**src/verilog/dmcu_pkg.sv**
```systemverilog
// constants and types shared by the debug control register block
package dmcu_pkg;

    ////////////////////////////////////////////////////////////////////////////
    // register byte addresses
    localparam logic [31:0] DMCU_IDENT_ADDR = 32'he0042000;
    localparam logic [31:0] DMCU_CFG_ADDR   = 32'he0042004;

    ////////////////////////////////////////////////////////////////////////////
    // identity register fields
    localparam int DMCU_IDENT_LSB  = 0;
    localparam int DMCU_IDENT_W    = 12;
    localparam int DMCU_WAFER_LSB  = 16;
    localparam int DMCU_WAFER_W    = 16;

    ////////////////////////////////////////////////////////////////////////////
    // configuration register fields
    localparam int DMCU_SLEEP_BIT    = 0;
    localparam int DMCU_STOP_BIT     = 1;
    localparam int DMCU_STANDBY_BIT  = 2;
    localparam int DMCU_TRACE_EN_BIT = 5;
    localparam int DMCU_TRACE_FMT_LSB = 6;
    localparam int DMCU_IWDG_BIT     = 8;
    localparam int DMCU_WWDG_BIT     = 9;
    localparam int DMCU_TMR_LSB      = 10;
    localparam int DMCU_TMR_COUNT    = 4;
    localparam int DMCU_CAN1_BIT     = 14;
    localparam int DMCU_I2C1_BIT     = 15;
    localparam int DMCU_I2C2_BIT     = 16;
    localparam int DMCU_CAN2_BIT     = 21;

    // implemented bits; reserved 4:3, 20:17 and 31:22 stay zero
    localparam logic [31:0] DMCU_CFG_MASK  = 32'h0021ffe7;
    localparam logic [31:0] DMCU_CFG_RESET = 32'h00000000;
    localparam logic [31:0] DMCU_TRACE_FMT_MASK = 32'h000000c0;

    ////////////////////////////////////////////////////////////////////////////
    // trace format codes and sync data widths
    localparam logic [1:0] DMCU_TRACE_ASYNC = 2'h0;
    localparam logic [1:0] DMCU_TRACE_SYNC1 = 2'h1;
    localparam logic [1:0] DMCU_TRACE_SYNC2 = 2'h2;
    localparam logic [1:0] DMCU_TRACE_SYNC4 = 2'h3;
    localparam logic [2:0] DMCU_WIDTH_NONE  = 3'h0;
    localparam logic [2:0] DMCU_WIDTH_1     = 3'h1;
    localparam logic [2:0] DMCU_WIDTH_2     = 3'h2;
    localparam logic [2:0] DMCU_WIDTH_4     = 3'h4;

    ////////////////////////////////////////////////////////////////////////////
    // bus answers
    localparam logic [1:0]  DMCU_RESP_OKAY   = 2'h0;
    localparam logic [1:0]  DMCU_RESP_SLVERR = 2'h2;
    localparam logic [3:0]  DMCU_BYTES_FULL  = 4'hf;
    localparam logic [31:0] DMCU_DATA_ZERO   = 32'h00000000;

    typedef enum logic {DMCU_IDLE, DMCU_ANSWER} dmcu_bus_state_t;

endpackage

```
**src/verilog/dmcu_cfg_store.sv**
```systemverilog
// configuration word held on the power-on reset domain
`timescale 1ns/1ns
module dmcu_cfg_store
    import dmcu_pkg::*;
(
    input  wire logic        clk_sys,
    input  wire logic        porRst,
    input  wire logic        wrEn,
    input  wire logic [31:0] wrData,
    output logic      [31:0] cfgValue
);

    typedef struct packed {
        logic [31:0] cfg;
    } dmcu_store_t;

    dmcu_store_t st_reg;
    dmcu_store_t st_next;

    ////////////////////////////////////////////////////////////////////////////
    always_comb begin
        st_next = st_reg;
        if (wrEn) begin
            // reserved bits never take a write
            st_next.cfg = wrData & DMCU_CFG_MASK;
            // format only moves while the written word keeps trace pins on
            if (!wrData[DMCU_TRACE_EN_BIT]) begin
                st_next.cfg = (st_next.cfg & ~DMCU_TRACE_FMT_MASK)
                            | (st_reg.cfg & DMCU_TRACE_FMT_MASK);
            end
        end
    end

    // only power-on reset clears it; system reset does not reach here
    always_ff @(posedge clk_sys or posedge porRst) begin
        if (porRst) begin
            st_reg.cfg <= DMCU_CFG_RESET;
        end else begin
            st_reg <= st_next;
        end
    end

    assign cfgValue = st_reg.cfg;

endmodule

```
**src/verilog/dmcu_debug_regs.sv**
```systemverilog
// debug support registers: identity, debug configuration and their controls
`timescale 1ns/1ns

// Contract
// - identity word bits 11:0 return the fixed device code, read only
// - identity bits 31:16 return wafer revision; bits 15:12 read zero
// - configuration clears on power-on reset only, survives system reset
// - sleep under debug: bit 0 low core clock only, high both clocks
// - stop under debug: bit 1 low both off, high both on RC oscillator
// - standby under debug: bit 2 low both off, high both on RC oscillator
// - bit 5 turns the trace output pins on
// - format 00 async, 01/10/11 synchronous with width 1, 2, 4
// - bit 8 stops the independent watchdog while the core is halted
// - bit 9 stops the window watchdog while the core is halted
// - bits 13:10 freeze timers 1 to 4 while the core is halted
// - bit 14 freezes the first CAN controller while halted
// - bit 21 freezes the second CAN controller while halted
// - bit 15 freezes first I2C SMBus timeout while halted
// - bit 16 freezes second I2C SMBus timeout while halted
module dmcu_debug_regs
    import dmcu_pkg::*;
#(
    // arbitrary identity values, not those of any real part
    parameter logic [11:0] DEVICE_IDENT   = 12'h5a1,
    parameter logic [15:0] WAFER_REVISION = 16'h0001
)
(
    input  wire logic        clk_sys,
    input  wire logic        sys_rst,
    input  wire logic        porRst,
    // avalon-mm slave
    input  wire logic [31:0] address,
    input  wire logic        read,
    input  wire logic        write,
    input  wire logic [3:0]  byteenable,
    input  wire logic [31:0] writedata,
    output logic      [31:0] readdata,
    output logic      [1:0]  response,
    output logic             waitrequest,
    // power state of the core
    input  wire logic        coreHalted,
    input  wire logic        sleepMode,
    input  wire logic        stopMode,
    input  wire logic        standbyMode,
    // clock controls
    output logic             coreClockEnable,
    output logic             busClockEnable,
    output logic             clockFromRcOsc,
    // trace port controls
    output logic             tracePinsEnable,
    output logic             traceSyncMode,
    output logic      [1:0]  traceFormat,
    output logic      [2:0]  traceDataWidth,
    // peripheral freezes
    output logic             independentWatchdogFreeze,
    output logic             windowWatchdogFreeze,
    output logic      [3:0]  timerFreeze,
    output logic             canFirstFreeze,
    output logic             canSecondFreeze,
    output logic             i2cFirstTimeoutFreeze,
    output logic             i2cSecondTimeoutFreeze
);

    ////////////////////////////////////////////////////////////////////////////
    // state

    typedef struct packed {
        dmcu_bus_state_t bus;
        logic [31:0]     rdData;
        logic [1:0]      resp;
        logic            coreClk;
        logic            busClk;
        logic            rcClk;
        logic            trEn;
        logic            trSync;
        logic [1:0]      trFmt;
        logic [2:0]      trWidth;
        logic            iwdgFrz;
        logic            wwdgFrz;
        logic [3:0]      tmrFrz;
        logic            can1Frz;
        logic            can2Frz;
        logic            i2c1Frz;
        logic            i2c2Frz;
    } dmcu_regs_t;

    dmcu_regs_t st_reg;
    dmcu_regs_t st_next;

    logic [31:0] cfgValue;
    logic [31:0] identWord;
    logic        request;
    logic        hitIdent;
    logic        hitCfg;
    logic        cfgWrEn;

    ////////////////////////////////////////////////////////////////////////////
    // address decode

    assign request  = read | write;
    assign hitIdent = (address == DMCU_IDENT_ADDR);
    assign hitCfg   = (address == DMCU_CFG_ADDR);

    always_comb begin
        identWord = DMCU_DATA_ZERO;
        identWord[DMCU_IDENT_LSB +: DMCU_IDENT_W] = DEVICE_IDENT;
        // bits 15:12 are left at zero
        identWord[DMCU_WAFER_LSB +: DMCU_WAFER_W] = WAFER_REVISION;
    end

    // one wait cycle, then the answer; write lands on the answer edge
    assign waitrequest = request & (st_reg.bus != DMCU_ANSWER);

    // narrow writes are dropped rather than merged into the word
    assign cfgWrEn = write & (st_reg.bus == DMCU_ANSWER) & hitCfg
                   & (byteenable == DMCU_BYTES_FULL);

    ////////////////////////////////////////////////////////////////////////////
    // configuration storage on the power-on domain

    dmcu_cfg_store u_cfg (
        .clk_sys  (clk_sys),
        .porRst   (porRst),
        .wrEn     (cfgWrEn),
        .wrData   (writedata),
        .cfgValue (cfgValue)
    );

    ////////////////////////////////////////////////////////////////////////////
    // next state

    always_comb begin
        st_next = st_reg;

        case (st_reg.bus)
            DMCU_IDLE: begin
                if (request) begin
                    st_next.bus  = DMCU_ANSWER;
                    st_next.resp = DMCU_RESP_OKAY;
                    if (read) begin
                        if (hitIdent) begin
                            st_next.rdData = identWord;
                        end else if (hitCfg) begin
                            st_next.rdData = cfgValue;
                        end else begin
                            st_next.rdData = DMCU_DATA_ZERO;
                        end
                    end
                    if (!hitIdent && !hitCfg) begin
                        st_next.resp = DMCU_RESP_SLVERR;
                    end
                    if (write && hitIdent) begin
                        // identity is read only
                        st_next.resp = DMCU_RESP_SLVERR;
                    end
                end
            end
            DMCU_ANSWER: begin
                st_next.bus = DMCU_IDLE;
            end
            default: begin
                st_next.bus = DMCU_IDLE;
            end
        endcase

        // clock controls, deepest low-power state wins
        st_next.coreClk = 1'b1;
        st_next.busClk  = 1'b1;
        st_next.rcClk   = 1'b0;
        if (standbyMode) begin
            st_next.coreClk = cfgValue[DMCU_STANDBY_BIT];
            st_next.busClk  = cfgValue[DMCU_STANDBY_BIT];
            st_next.rcClk   = cfgValue[DMCU_STANDBY_BIT];
        end else if (stopMode) begin
            st_next.coreClk = cfgValue[DMCU_STOP_BIT];
            st_next.busClk  = cfgValue[DMCU_STOP_BIT];
            st_next.rcClk   = cfgValue[DMCU_STOP_BIT];
        end else if (sleepMode) begin
            // core clock keeps running so the debugger can reach the core
            st_next.coreClk = 1'b1;
            st_next.busClk  = cfgValue[DMCU_SLEEP_BIT];
        end

        // trace port
        st_next.trEn  = cfgValue[DMCU_TRACE_EN_BIT];
        st_next.trFmt = cfgValue[DMCU_TRACE_FMT_LSB +: 2];
        st_next.trSync = 1'b0;
        st_next.trWidth = DMCU_WIDTH_NONE;
        if (cfgValue[DMCU_TRACE_EN_BIT]) begin
            case (cfgValue[DMCU_TRACE_FMT_LSB +: 2])
                DMCU_TRACE_ASYNC: begin
                    st_next.trSync  = 1'b0;
                    st_next.trWidth = DMCU_WIDTH_NONE;
                end
                DMCU_TRACE_SYNC1: begin
                    st_next.trSync  = 1'b1;
                    st_next.trWidth = DMCU_WIDTH_1;
                end
                DMCU_TRACE_SYNC2: begin
                    st_next.trSync  = 1'b1;
                    st_next.trWidth = DMCU_WIDTH_2;
                end
                DMCU_TRACE_SYNC4: begin
                    st_next.trSync  = 1'b1;
                    st_next.trWidth = DMCU_WIDTH_4;
                end
                default: begin
                    st_next.trSync  = 1'b0;
                    st_next.trWidth = DMCU_WIDTH_NONE;
                end
            endcase
        end

        // halt freezes, none while the core runs
        st_next.iwdgFrz = cfgValue[DMCU_IWDG_BIT] & coreHalted;
        st_next.wwdgFrz = cfgValue[DMCU_WWDG_BIT] & coreHalted;
        st_next.tmrFrz  = cfgValue[DMCU_TMR_LSB +: DMCU_TMR_COUNT]
                        & {DMCU_TMR_COUNT{coreHalted}};
        st_next.can1Frz = cfgValue[DMCU_CAN1_BIT] & coreHalted;
        st_next.can2Frz = cfgValue[DMCU_CAN2_BIT] & coreHalted;
        st_next.i2c1Frz = cfgValue[DMCU_I2C1_BIT] & coreHalted;
        st_next.i2c2Frz = cfgValue[DMCU_I2C2_BIT] & coreHalted;
    end

    ////////////////////////////////////////////////////////////////////////////
    // registers

    always_ff @(posedge clk_sys or posedge sys_rst) begin
        if (sys_rst) begin
            st_reg.bus     <= DMCU_IDLE;
            st_reg.rdData  <= DMCU_DATA_ZERO;
            st_reg.resp    <= DMCU_RESP_OKAY;
            st_reg.coreClk <= 1'b1;
            st_reg.busClk  <= 1'b1;
            st_reg.rcClk   <= 1'b0;
            st_reg.trEn    <= 1'b0;
            st_reg.trSync  <= 1'b0;
            st_reg.trFmt   <= DMCU_TRACE_ASYNC;
            st_reg.trWidth <= DMCU_WIDTH_NONE;
            st_reg.iwdgFrz <= 1'b0;
            st_reg.wwdgFrz <= 1'b0;
            st_reg.tmrFrz  <= 4'h0;
            st_reg.can1Frz <= 1'b0;
            st_reg.can2Frz <= 1'b0;
            st_reg.i2c1Frz <= 1'b0;
            st_reg.i2c2Frz <= 1'b0;
        end else begin
            st_reg <= st_next;
        end
    end

    ////////////////////////////////////////////////////////////////////////////
    // outputs

    assign readdata                  = st_reg.rdData;
    assign response                  = st_reg.resp;
    assign coreClockEnable           = st_reg.coreClk;
    assign busClockEnable            = st_reg.busClk;
    assign clockFromRcOsc            = st_reg.rcClk;
    assign tracePinsEnable           = st_reg.trEn;
    assign traceSyncMode             = st_reg.trSync;
    assign traceFormat               = st_reg.trFmt;
    assign traceDataWidth            = st_reg.trWidth;
    assign independentWatchdogFreeze = st_reg.iwdgFrz;
    assign windowWatchdogFreeze      = st_reg.wwdgFrz;
    assign timerFreeze               = st_reg.tmrFrz;
    assign canFirstFreeze            = st_reg.can1Frz;
    assign canSecondFreeze           = st_reg.can2Frz;
    assign i2cFirstTimeoutFreeze     = st_reg.i2c1Frz;
    assign i2cSecondTimeoutFreeze    = st_reg.i2c2Frz;

endmodule

```
**config.mk**
```make
export PLATFORM = sky130hd
export DESIGN_NAME = dmcu_debug_regs
export DESIGN_NICKNAME = d
export VERILOG_FILES = /design/src/verilog/dmcu_pkg.sv /design/src/verilog/dmcu_cfg_store.sv /design/src/verilog/dmcu_debug_regs.sv
export SDC_FILE = /design/constraint.sdc
export NUM_CORES = 1
export LEC_CHECK = 0
export ABC_AREA = 1
export ABC_CLOCK_PERIOD_IN_PS = 1700
export BUFFER_PORTS_ARGS = -buffer_cell sky130_fd_sc_hd__buf_4
export CORE_MARGIN = 3
export CORE_UTILIZATION = 45
export CTS_CLUSTER_DIAMETER = 100
export DETAILED_ROUTE_END_ITERATION = 8
export GPL_TIMING_DRIVEN = 0
export PLACE_DENSITY = 0.9
export REMOVE_ABC_BUFFERS = 1
export SYNTH_ARGS = -nofsm -noshare
export SYNTH_HDL_FRONTEND = slang
export SYNTH_SLANG_ARGS = --single-unit
```
**constraint.sdc**
```tcl
create_clock -name clk_sys -period 1.7 [get_ports clk_sys]
set_clock_uncertainty 0.15 [all_clocks]
set_input_delay 0.085 -clock clk_sys [delete_from_list [all_inputs] [get_ports clk_sys]]
set_output_delay 0.085 -clock clk_sys [all_outputs]
set_load 0.05 [all_outputs]
```
==> results.cfg, run 1 <==
[sta]
finalSetupViolCount = 0
maxSlewViolCount = 0
slew_headroom_pct = 48.6
holdWs_ps = 26.5
tns_ps = 0
final-hold-violation-count = 0
rsz0062_at_grt = no
min_period_ps = 1600
fmax_mhz = 627
worstMarginPinSlew_ps = 770
finalCritPeriodShare_pct = 93.8

[critical_path]
worst_ep_arrival_time_ps = 1630
cp_max_fo = 3
path_class = primary input to flip-flop
cp-start-kind = primary input
cp.required_ps = 1740
critPathCaptureType = flip-flop

[power]
total_power_uw = 2530
peakVddDrop_uv = 370
p_leak_uw = 0.00214
pwr_density_cell_nw_per_um2 = 705

[synth]
synthCells = 324
yosys_warnings = 0
synth_edf_count = 0
synth_top_area_share_pct = 48.8
ys_top_cells_by_area = dfrtp_1 49%, nand2_1 16%, buf_4 12%
syn_area_per_cell_um2 = 8.23
synth-seq-cells = 54
async_flop_share_pct = 100
ys_seq_area_share_pct = 50.8
synth_top_area_cell = dfrtp_1
synth_flop_cell = dfrtp_1
synth_cell_type_count = 21
synth_area_um2 = 2670

[final_layout]
drive_gt1_share_pct = 28.8
area_growth_pct = 34.9
antenna_cells = 0
fin_util_pct = 64.1
final_cell_count_no_fill = 496
final_cell_mix = 111 x nand2_1, 99 x buf_4, 52 x dfrtp_1, 33 x nand3_1, 30 x inv_1
nets = 500
final_common_cell = nand2_1

[cts]
clock-sinks = 54
h-tree-depth = 2
clkLatencyLatePin_ps = 300
cts_inserted_buffers = 5
clk_pin_slew_worst_paths_ps = 90
clockRootBuffer = clkbuf_8
clockBufferDepth = 2
cts_tree = built

[global_routing]
antenna_found_initial = 0
grt_pass1_wl_mm = 10.0
grtUsageTotal_pct = 17.7
grt_pass1_vias = 2246
grt_max_degree = 28
overflow = 0

[placed_design]
finalWeightedCongestion = 0.722
dpl.cell_count = 461
portBuffers = 98
dp.final_hpwl_mm = 4.51

[floorplan]
die_area_um2 = 6880
die_h_um = 83.0
die_width_um = 83.0
io_pins = 132
initial_core_util_pct = 47.5
core-area_um2 = 5610
num_rows = 27

[run_status]
outcome = finished, final reports clean

[worst_hold_path]
hold_class = primary input to flip-flop

[detailed_routing]
first_iter_violations = 74
drt-pass1-iter-count = 4
viasPerCell = 4.50
finalWirelength_mm = 6.05
drc = 0
routedWlPerCell_um = 12.2
detail-route-antenna-nets = 0
vias = 2231

[run]
maxCapViolCount = 0
layer usage:
metal | routed length [um] | track usage (%) | up-vias
met2 | 3340 | 33.5 | 61
met1 | 2370 | 19.9 | 1037
li1 | - | - | 1125
met3 | 278 | 4.07 | 8
met4 | 70 | 4.16 | 0
met5 | 0 | 0 | -
kinds of logic (layout without fill, tap and decap cells):
family	after synthesis	in the layout	share of synthesized area (%)
buf+inv	81	165	18.4
simple gates	182	182	29.5
flops	54	54	50.8
compound gates	6	6	1.22
other cells	1	17	0.141
report_power, final:
part	switching [uW]	total (uW)	internal, uW
sequential	7.19	1300	1290
combinational	234	401	167
clock	399	832	434
timing repair:
| action | 4_1_cts | 5_1_grt |
|---|---|---|
| gates resized for setup | 2 | 1 |
| setup endpoints to repair | 32 | 20 |
| hold buffers | 26 | 0 |
| setup buffers | 0 | 1 |
| hold endpoints to repair | 62 | 0 |
| pin swaps | 0 | 2 |
final timing paths:
path	slack, ps	endpoint	from	cells past startpoint
setup / recovery	100	st_reg[54]$_DFF_PP0_	write	5
hold / removal	30	response[1]$_DFFE_PP0P_	read	5
setup reg to reg	110	readdata[12]$_DFFE_PP0P_	st_reg[54]$_DFF_PP0_	5
hold reg to reg	320	traceFormat[0]$_DFF_PP0_	u_cfg.cfgValue[6]$_DFFE_PP0P_	0
max in group asynchronous	510	independentWatchdogFreeze$_DFF_PP0_	sys_rst	4
min in group asynchronous	290	u_cfg.cfgValue[12]$_DFFE_PP0P_	porRst	3
Yosys cell counts, types with 2 or more instances:
master / n
nand3_1: 33
o21ai_0: 4
nand2_1: 111
nor2_1: 21
buf_6: 3
nor2_2: 7
nand4_1: 4
dfstp_2: 2
clkbuf_1: 3
inv_1: 31
buf_4: 43
dfrtp_1: 52
nand2_2: 2
final cells by class:
| type | count | area [um^2] |
|---|---|---|
| Fill cell | 517 | 2010 |
| Sequential cell | 54 | 1350 |
| Timing Repair Buffer | 126 | 1030 |
| Multi-Input combinational cell | 205 | 892 |
| Inverter | 31 | 120 |
| Tap cell | 72 | 90.1 |
| Clock buffer | 5 | 68.8 |
| Clock inverter | 3 | 40.0 |
worst max-delay path: stages:
cell and delay [ps]:
dlygate4sd3_1 540, buf_4 140, o21ai_0 200, inv_1 100, dlygate4sd3_1 570
stage by stage:
stage	setup slack, ps	instance area (um^2)
global placement	-285	3180
global route	2.38	3600
floorplan	225	2350
CTS	-15.8	3580
detailed placement	-322	3210
finish	105	3600
Note: power is estimated with default switching activity, not from simulation.
==> run 2: changes to the inputs <==
--- a/config.mk
+++ b/config.mk
@@ -9,12 +9,11 @@
 export ABC_CLOCK_PERIOD_IN_PS = 1700
 export BUFFER_PORTS_ARGS = -buffer_cell sky130_fd_sc_hd__buf_4
 export CORE_MARGIN = 3
-export CORE_UTILIZATION = 45
+export CORE_UTILIZATION = 46
 export CTS_CLUSTER_DIAMETER = 100
 export DETAILED_ROUTE_END_ITERATION = 8
 export GPL_TIMING_DRIVEN = 0
-export PLACE_DENSITY = 0.9
-export REMOVE_ABC_BUFFERS = 1
+export PLACE_DENSITY = 0.91
 export SYNTH_ARGS = -nofsm -noshare
 export SYNTH_HDL_FRONTEND = slang
 export SYNTH_SLANG_ARGS = --single-unit
==> run 2 against run 1 <==
Worst setup slack better by 30 ps. Cell area rose by 7.9%. Via count is 12% higher. First-iteration DRC count up 72%. Non-clock buffer count grew 45. Critical path type is now flip-flop to flip-flop. Critical endpoint is now u_cfg.cfgValue[13]$_DFFE_PP0P_. Largest cell class unchanged.
==> results.cfg, run 2 (same netlist as run 1, synthesis figures left out) <==
[worst_hold_path]
hold_class = primary input to flip-flop
min-delay-start = coreHalted

[power]
p_sw_uw = 646
peakVddDrop_uv = 384
p_leak_uw = 0.00237
swShare_pct = 26.7
seqPwrFrac_pct = 53.8
p_int_uw = 1770
combPwrFrac_pct = 17.6
pwr_density_cell_nw_per_um2 = 623
clkPwrFrac_pct = 28.6

[floorplan]
num_rows = 27
io_pins = 132
core-area_um2 = 5540
initial_core_util_pct = 48.1
die_area_um2 = 6740
die_width_um = 82.1
die_h_um = 82.1

[cts]
clock-sinks = 54
clkLatencyLatePin_ps = 310
clockRootBuffer = clkbuf_8
clockBufferDepth = 2
cts_tree = built
cts_inserted_buffers = 5
h-tree-depth = 2
cts_setup_buffers = 0
clk_pin_slew_worst_paths_ps = 90

[detailed_routing]
wl_met1_mm = 2.44
drc = 0
vias = 2492
wl_met2_mm = 3.45
drt-pass1-iter-count = 4
detail-route-antenna-nets = 0
finalWirelength_mm = 6.59
dr.max_layer_used = met4
routedWlPerCell_um = 12.2
first_iter_violations = 127
wl_met3_um = 492
viasPerCell = 4.61

[sta]
min_period_ps = 1560
slew_headroom_pct = 49.4
fin_ws_ps = 135
tns_ps = 0
finalCritPeriodShare_pct = 92.0
rsz0062_at_grt = no
final-hold-violation-count = 0
worstMarginPinSlew_ps = 758
finalSetupViolCount = 0
maxSlewViolCount = 0
fmax_mhz = 639
holdWs_ps = 65.7

[final_layout]
drive_gt1_share_pct = 35.2
fillCellCount = 420
final_common_cell = buf_4
area_growth_pct = 45.6
nets = 545
final_cell_mix = 140 x buf_4, 111 x nand2_1, 52 x dfrtp_1, 33 x nand3_1, 30 x inv_1
antenna_cells = 0

[global_routing]
grt_pass1_vias = 2460
overflow = 0
antenna_found_initial = 0
grt_pass1_wl_mm = 10.7
grt_max_degree = 39
grtUsageTotal_pct = 20.7

[placed_design]
dp.final_hpwl_mm = 4.76
dp_slack_ps = 82.4
portBuffers = 97
finalWeightedCongestion = 0.861

[run_status]
outcome = finished, final reports clean

[critical_path]
cp.required_ps = 1800
path_class = flip-flop to flip-flop
cp_max_fo = 10
cp-start-kind = flip-flop
worst_ep_arrival_time_ps = 1670
critPathCaptureType = flip-flop
timing.rr.start = st_reg[54]$_DFF_PP0_
startpoint = st_reg[54]$_DFF_PP0_

[run]
maxCapViolCount = 0
run 2: cell count changes in the layout (fill, tap and decap cells not counted), sizes merged:
cell / change
buf: +44
bufinv: -1
clkbuf: +3
clkinvlp: -1
dlygate4sd3: -1
inv: +1
run 2: per-layer routing:
| metal | up-vias | global-route usage [%] |
|---|---|---|
| met2 | 111 | 36.1 |
| met3 | 22 | 4.99 |
| met5 | - | 0 |
| met1 | 1140 | 24.2 |
| li1 | 1219 | - |
| met4 | 0 | 8.97 |
run 2: final cells by class:
class                   count  area, um^2  area share (%)
plain buffers              49         369            9.51
clock buffers               6        72.6            1.87
clock inverters             2        13.8           0.355
inverters                  31         116            3.00
multi-input cells         205         887            22.9
flip-flops and latches     54        1350            34.9
well taps                  72        90.1            2.32
repair buffers            122         978            25.2
run 2: final timing paths:
path                       depth (start not counted)  slack, ps                             end
max                                                5        140  u_cfg.cfgValue[13]$_DFFE_PP0P_
min                                                3         70        timerFreeze[3]$_DFF_PP0_
max reg2reg                                        5        140  u_cfg.cfgValue[13]$_DFFE_PP0P_
min reg2reg                                        0        320       tracePinsEnable$_DFF_PP0_
max in group asynchronous                          3        590     traceDataWidth[1]$_DFF_PP0_
min in group asynchronous                          3        270   u_cfg.cfgValue[9]$_DFFE_PP0P_
run 2: repair_timing:
action,4_1_cts,5_1_grt
endpoints found under the setup margin,0,11
resized for setup,0,2
hold endpoints to repair,37,36
hold buffers,24,1
run 2: critical path, stage by stage, from the launching register on:
cell and delay, ps:
dfrtp_1 420, nand2_1 100, nor2_2 340, buf_2 300
nand3_1 120, nand2_1 80
run 2: stage by stage:
step / area, um^2 / util (%) / instances / total power [uW]
global route: 3880 / 70.1 / 541 / 2520
global placement: 3540 / 64.0 / 509 / 1690
CTS: 3870 / 69.9 / 541 / 2420
floorplan: 2730 / - / 340 / 1550
detailed placement: 3540 / 64.0 / 509 / 1700
finish: 3880 / 70.1 / 541 / 2420
run 2: power by group through the flow:
stage	sequential [uW]	combinational (uW)	clock (uW)
floorplan	1330	218	0
global placement	1330	365	0
detailed placement	1330	370	0
CTS	1300	417	703
global route	1300	457	763
finish	1300	425	691
==> run 3: changes to the inputs <==
--- a/config.mk
+++ b/config.mk
@@ -6,14 +6,14 @@
 export NUM_CORES = 1
 export LEC_CHECK = 0
 export ABC_AREA = 1
-export ABC_CLOCK_PERIOD_IN_PS = 1700
 export BUFFER_PORTS_ARGS = -buffer_cell sky130_fd_sc_hd__buf_4
+export CAP_MARGIN = 5
 export CORE_MARGIN = 3
-export CORE_UTILIZATION = 46
+export CORE_UTILIZATION = 41
 export CTS_CLUSTER_DIAMETER = 100
 export DETAILED_ROUTE_END_ITERATION = 8
 export GPL_TIMING_DRIVEN = 0
-export PLACE_DENSITY = 0.91
+export PLACE_DENSITY = 0.87
 export SYNTH_ARGS = -nofsm -noshare
 export SYNTH_HDL_FRONTEND = slang
 export SYNTH_SLANG_ARGS = --single-unit
==> constraint.sdc (replaced) <==
create_clock -name clk_sys -period 1.37 [get_ports clk_sys]
set_clock_uncertainty 0.15 [all_clocks]
set_input_delay 0.0685 -clock clk_sys [delete_from_list [all_inputs] [get_ports clk_sys]]
set_output_delay 0.0685 -clock clk_sys [all_outputs]
set_load 0.05 [all_outputs]
==> run 3 against run 2 <==
The run now ends with hold timing left. Cell count grew 0.74%. Cell area increased by 2.3%. Count of clock-buffer cells in the layout did not move. Combinational power up 29%. Power increased by 33%. Utilization is 4.9 points lower. Critical path type unchanged. Clock power rose by 53%. Worst setup slack lost 120 ps. Critical endpoint is now u_cfg.cfgValue[16]$_DFFE_PP0P_. Critical path depth increased by 1.
==> results.cfg, run 3 (same netlist as run 1, synthesis figures left out) <==
[floorplan]
num_rows = 28
initial_core_util_pct = 43.7
die_width_um = 86.6
io_pins = 132
die_h_um = 86.6
die_area_um2 = 7500
core-area_um2 = 6100

[critical_path]
cpMostUsedCell = nand2_1
worst_ep_arrival_time_ps = 1390
cp_max_fo = 7
critical-path-max-stage-delay_ps = 440
cp-start-kind = flip-flop
timing.rr.start = st_reg[54]$_DFF_PP0_
path_class = flip-flop to flip-flop
cp_top_family = simple AND/OR/NAND/NOR gates
crit_buf_inv = 1
crit_slowest_cell = dfrtp_1
r2r-end = u_cfg.cfgValue[16]$_DFFE_PP0P_
critPathCaptureType = flip-flop
reg2reg_setup_slack_ps = 20
cp.required_ps = 1410
r2r_cells = 6
worstPathCellList = nand2_2, nor2_4, nand2_4, buf_4, nand2_1, nand2_1

[detailed_routing]
routedWlPerCell_um = 12.4
detail-route-antenna-nets = 0
viasPerCell = 4.48
vias = 2442
finalWirelength_mm = 6.75
drt-pass1-iter-count = 4
first_iter_violations = 177
drc = 0

[placed_design]
dpl_cell_area_um2 = 3570
dp.final_hpwl_mm = 5.04
finalWeightedCongestion = 0.844
portBuffers = 97

[final_layout]
fillCellCount = 508
nets = 547
area_growth_pct = 48.9
antenna_cells = 0
final_cell_mix = 144 x buf_4, 107 x nand2_1, 52 x dfrtp_1, 33 x nand3_1, 30 x inv_1
final_common_cell = buf_4
drive_gt1_share_pct = 37.4
fin_area_um2 = 3970

[power]
pwr_density_cell_nw_per_um2 = 812
peakVddDrop_uv = 487
total_power_uw = 3220
p_leak_uw = 0.00240

[global_routing]
antenna_found_initial = 0
grtUsageTotal_pct = 18.2
overflow = 0
grt_pass1_wl_mm = 10.9
grt_pass1_vias = 2461
grt_max_degree = 26

[worst_hold_path]
min_to = response[1]$_DFFE_PP0P_
hold_class = primary input to flip-flop
hold_path_depth = 4
min-delay-start = write

[sta]
final-hold-violation-count = 2
rsz0062_at_grt = yes
holdWs_ps = -71.3
finalSetupViolCount = 0
slew_headroom_pct = 57.9
finalCritPeriodShare_pct = 98.8
maxSlewViolCount = 0
fmax_mhz = 739
worstMarginPinSlew_ps = 631
min_period_ps = 1350

[cts]
h-tree-depth = 2
clockBufferDepth = 2
clock-sinks = 54
clk_pin_slew_worst_paths_ps = 80
clockRootBuffer = clkbuf_8
clkLatencyLatePin_ps = 300
cts_tree = built
cts_inserted_buffers = 5

[run_status]
violations = hold timing
outcome = finished, violations left

[run]
maxCapViolCount = 0
[run 3: changes by cell type in the layout (fill, tap and decap cells not counted), sizes merged]
cell | before | now
buf | 144 | 149
bufinv | 0 | 1
dlygate4sd3 | 25 | 22
clkinv | 2 | 0
[run 3: power breakdown]
part           switching (uW)  internal, uW
Sequential               9.19          1610
Combinational             304           245
Clock                     475           585
Total                     788          2440
[run 3: repair_timing]
action | 4_1_cts | 5_1_grt
resized for setup | 5 | 10
pin swaps | 2 | 3
hold endpoints to repair | 47 | 2
setup endpoints to repair | 28 | 21
cloned | 0 | 0
hold buffers | 21 | 1
buffers inserted | 2 | 2
[run 3: cell type report]
type	instances	area, um^2	share of cell area (%)
buffer	49	377	9.49
clock buffer	6	82.6	2.08
clock inverter	1	30.0	0.757
inverter	31	116	2.93
multi-input combinational	205	906	22.8
sequential	54	1350	34.1
tap	75	93.8	2.36
timing repair buffer	124	1010	25.4
[run 3: layer usage]
layer  vias up  global-route usage [%]  wire (um)
li1       1219                       -          -
met1      1115                    21.4       2610
met2        97                    32.0       3540
met3        11                    4.56        478
met4         0                    6.80        124
met5         -                       0          0
[run 3: worst max-delay path by stage]
stage | cells past startpoint | startpoint | end
floorplan | 5 | st_reg[54]$_DFF_PP0_ | readdata[1]$_DFFE_PP0P_
global placement | 5 | st_reg[54]$_DFF_PP0_ | readdata[21]$_DFFE_PP0P_
detailed placement | 5 | st_reg[54]$_DFF_PP0_ | readdata[5]$_DFFE_PP0P_
CTS | 4 | st_reg[54]$_DFF_PP0_ | waitrequest
global route | 6 | st_reg[54]$_DFF_PP0_ | u_cfg.cfgValue[1]$_DFFE_PP0P_
finish | 6 | st_reg[54]$_DFF_PP0_ | u_cfg.cfgValue[16]$_DFFE_PP0P_
[run 3: per-stage QoR]
| step | util (%) | std cells | setup WS (ps) | setup TNS (ps) |
|---|---|---|---|---|
| final | 65.1 | 545 | 15.9 | 0 |
| after global routing | 65.1 | 545 | -31.2 | -191 |
| after CTS | 64.5 | 543 | 8.16 | 0 |
| after detailed placement | 58.6 | 513 | -296 | -3770 |
| after global placement | 58.2 | 512 | -269 | -7520 |
| after floorplan | - | 340 | 37.3 | 0 |
[run 3: tightest hold or removal path, stage by stage]
cell,delay [ps]
buf_4,110
o21ai_2,70
nand2_1,50
nand2_1,40
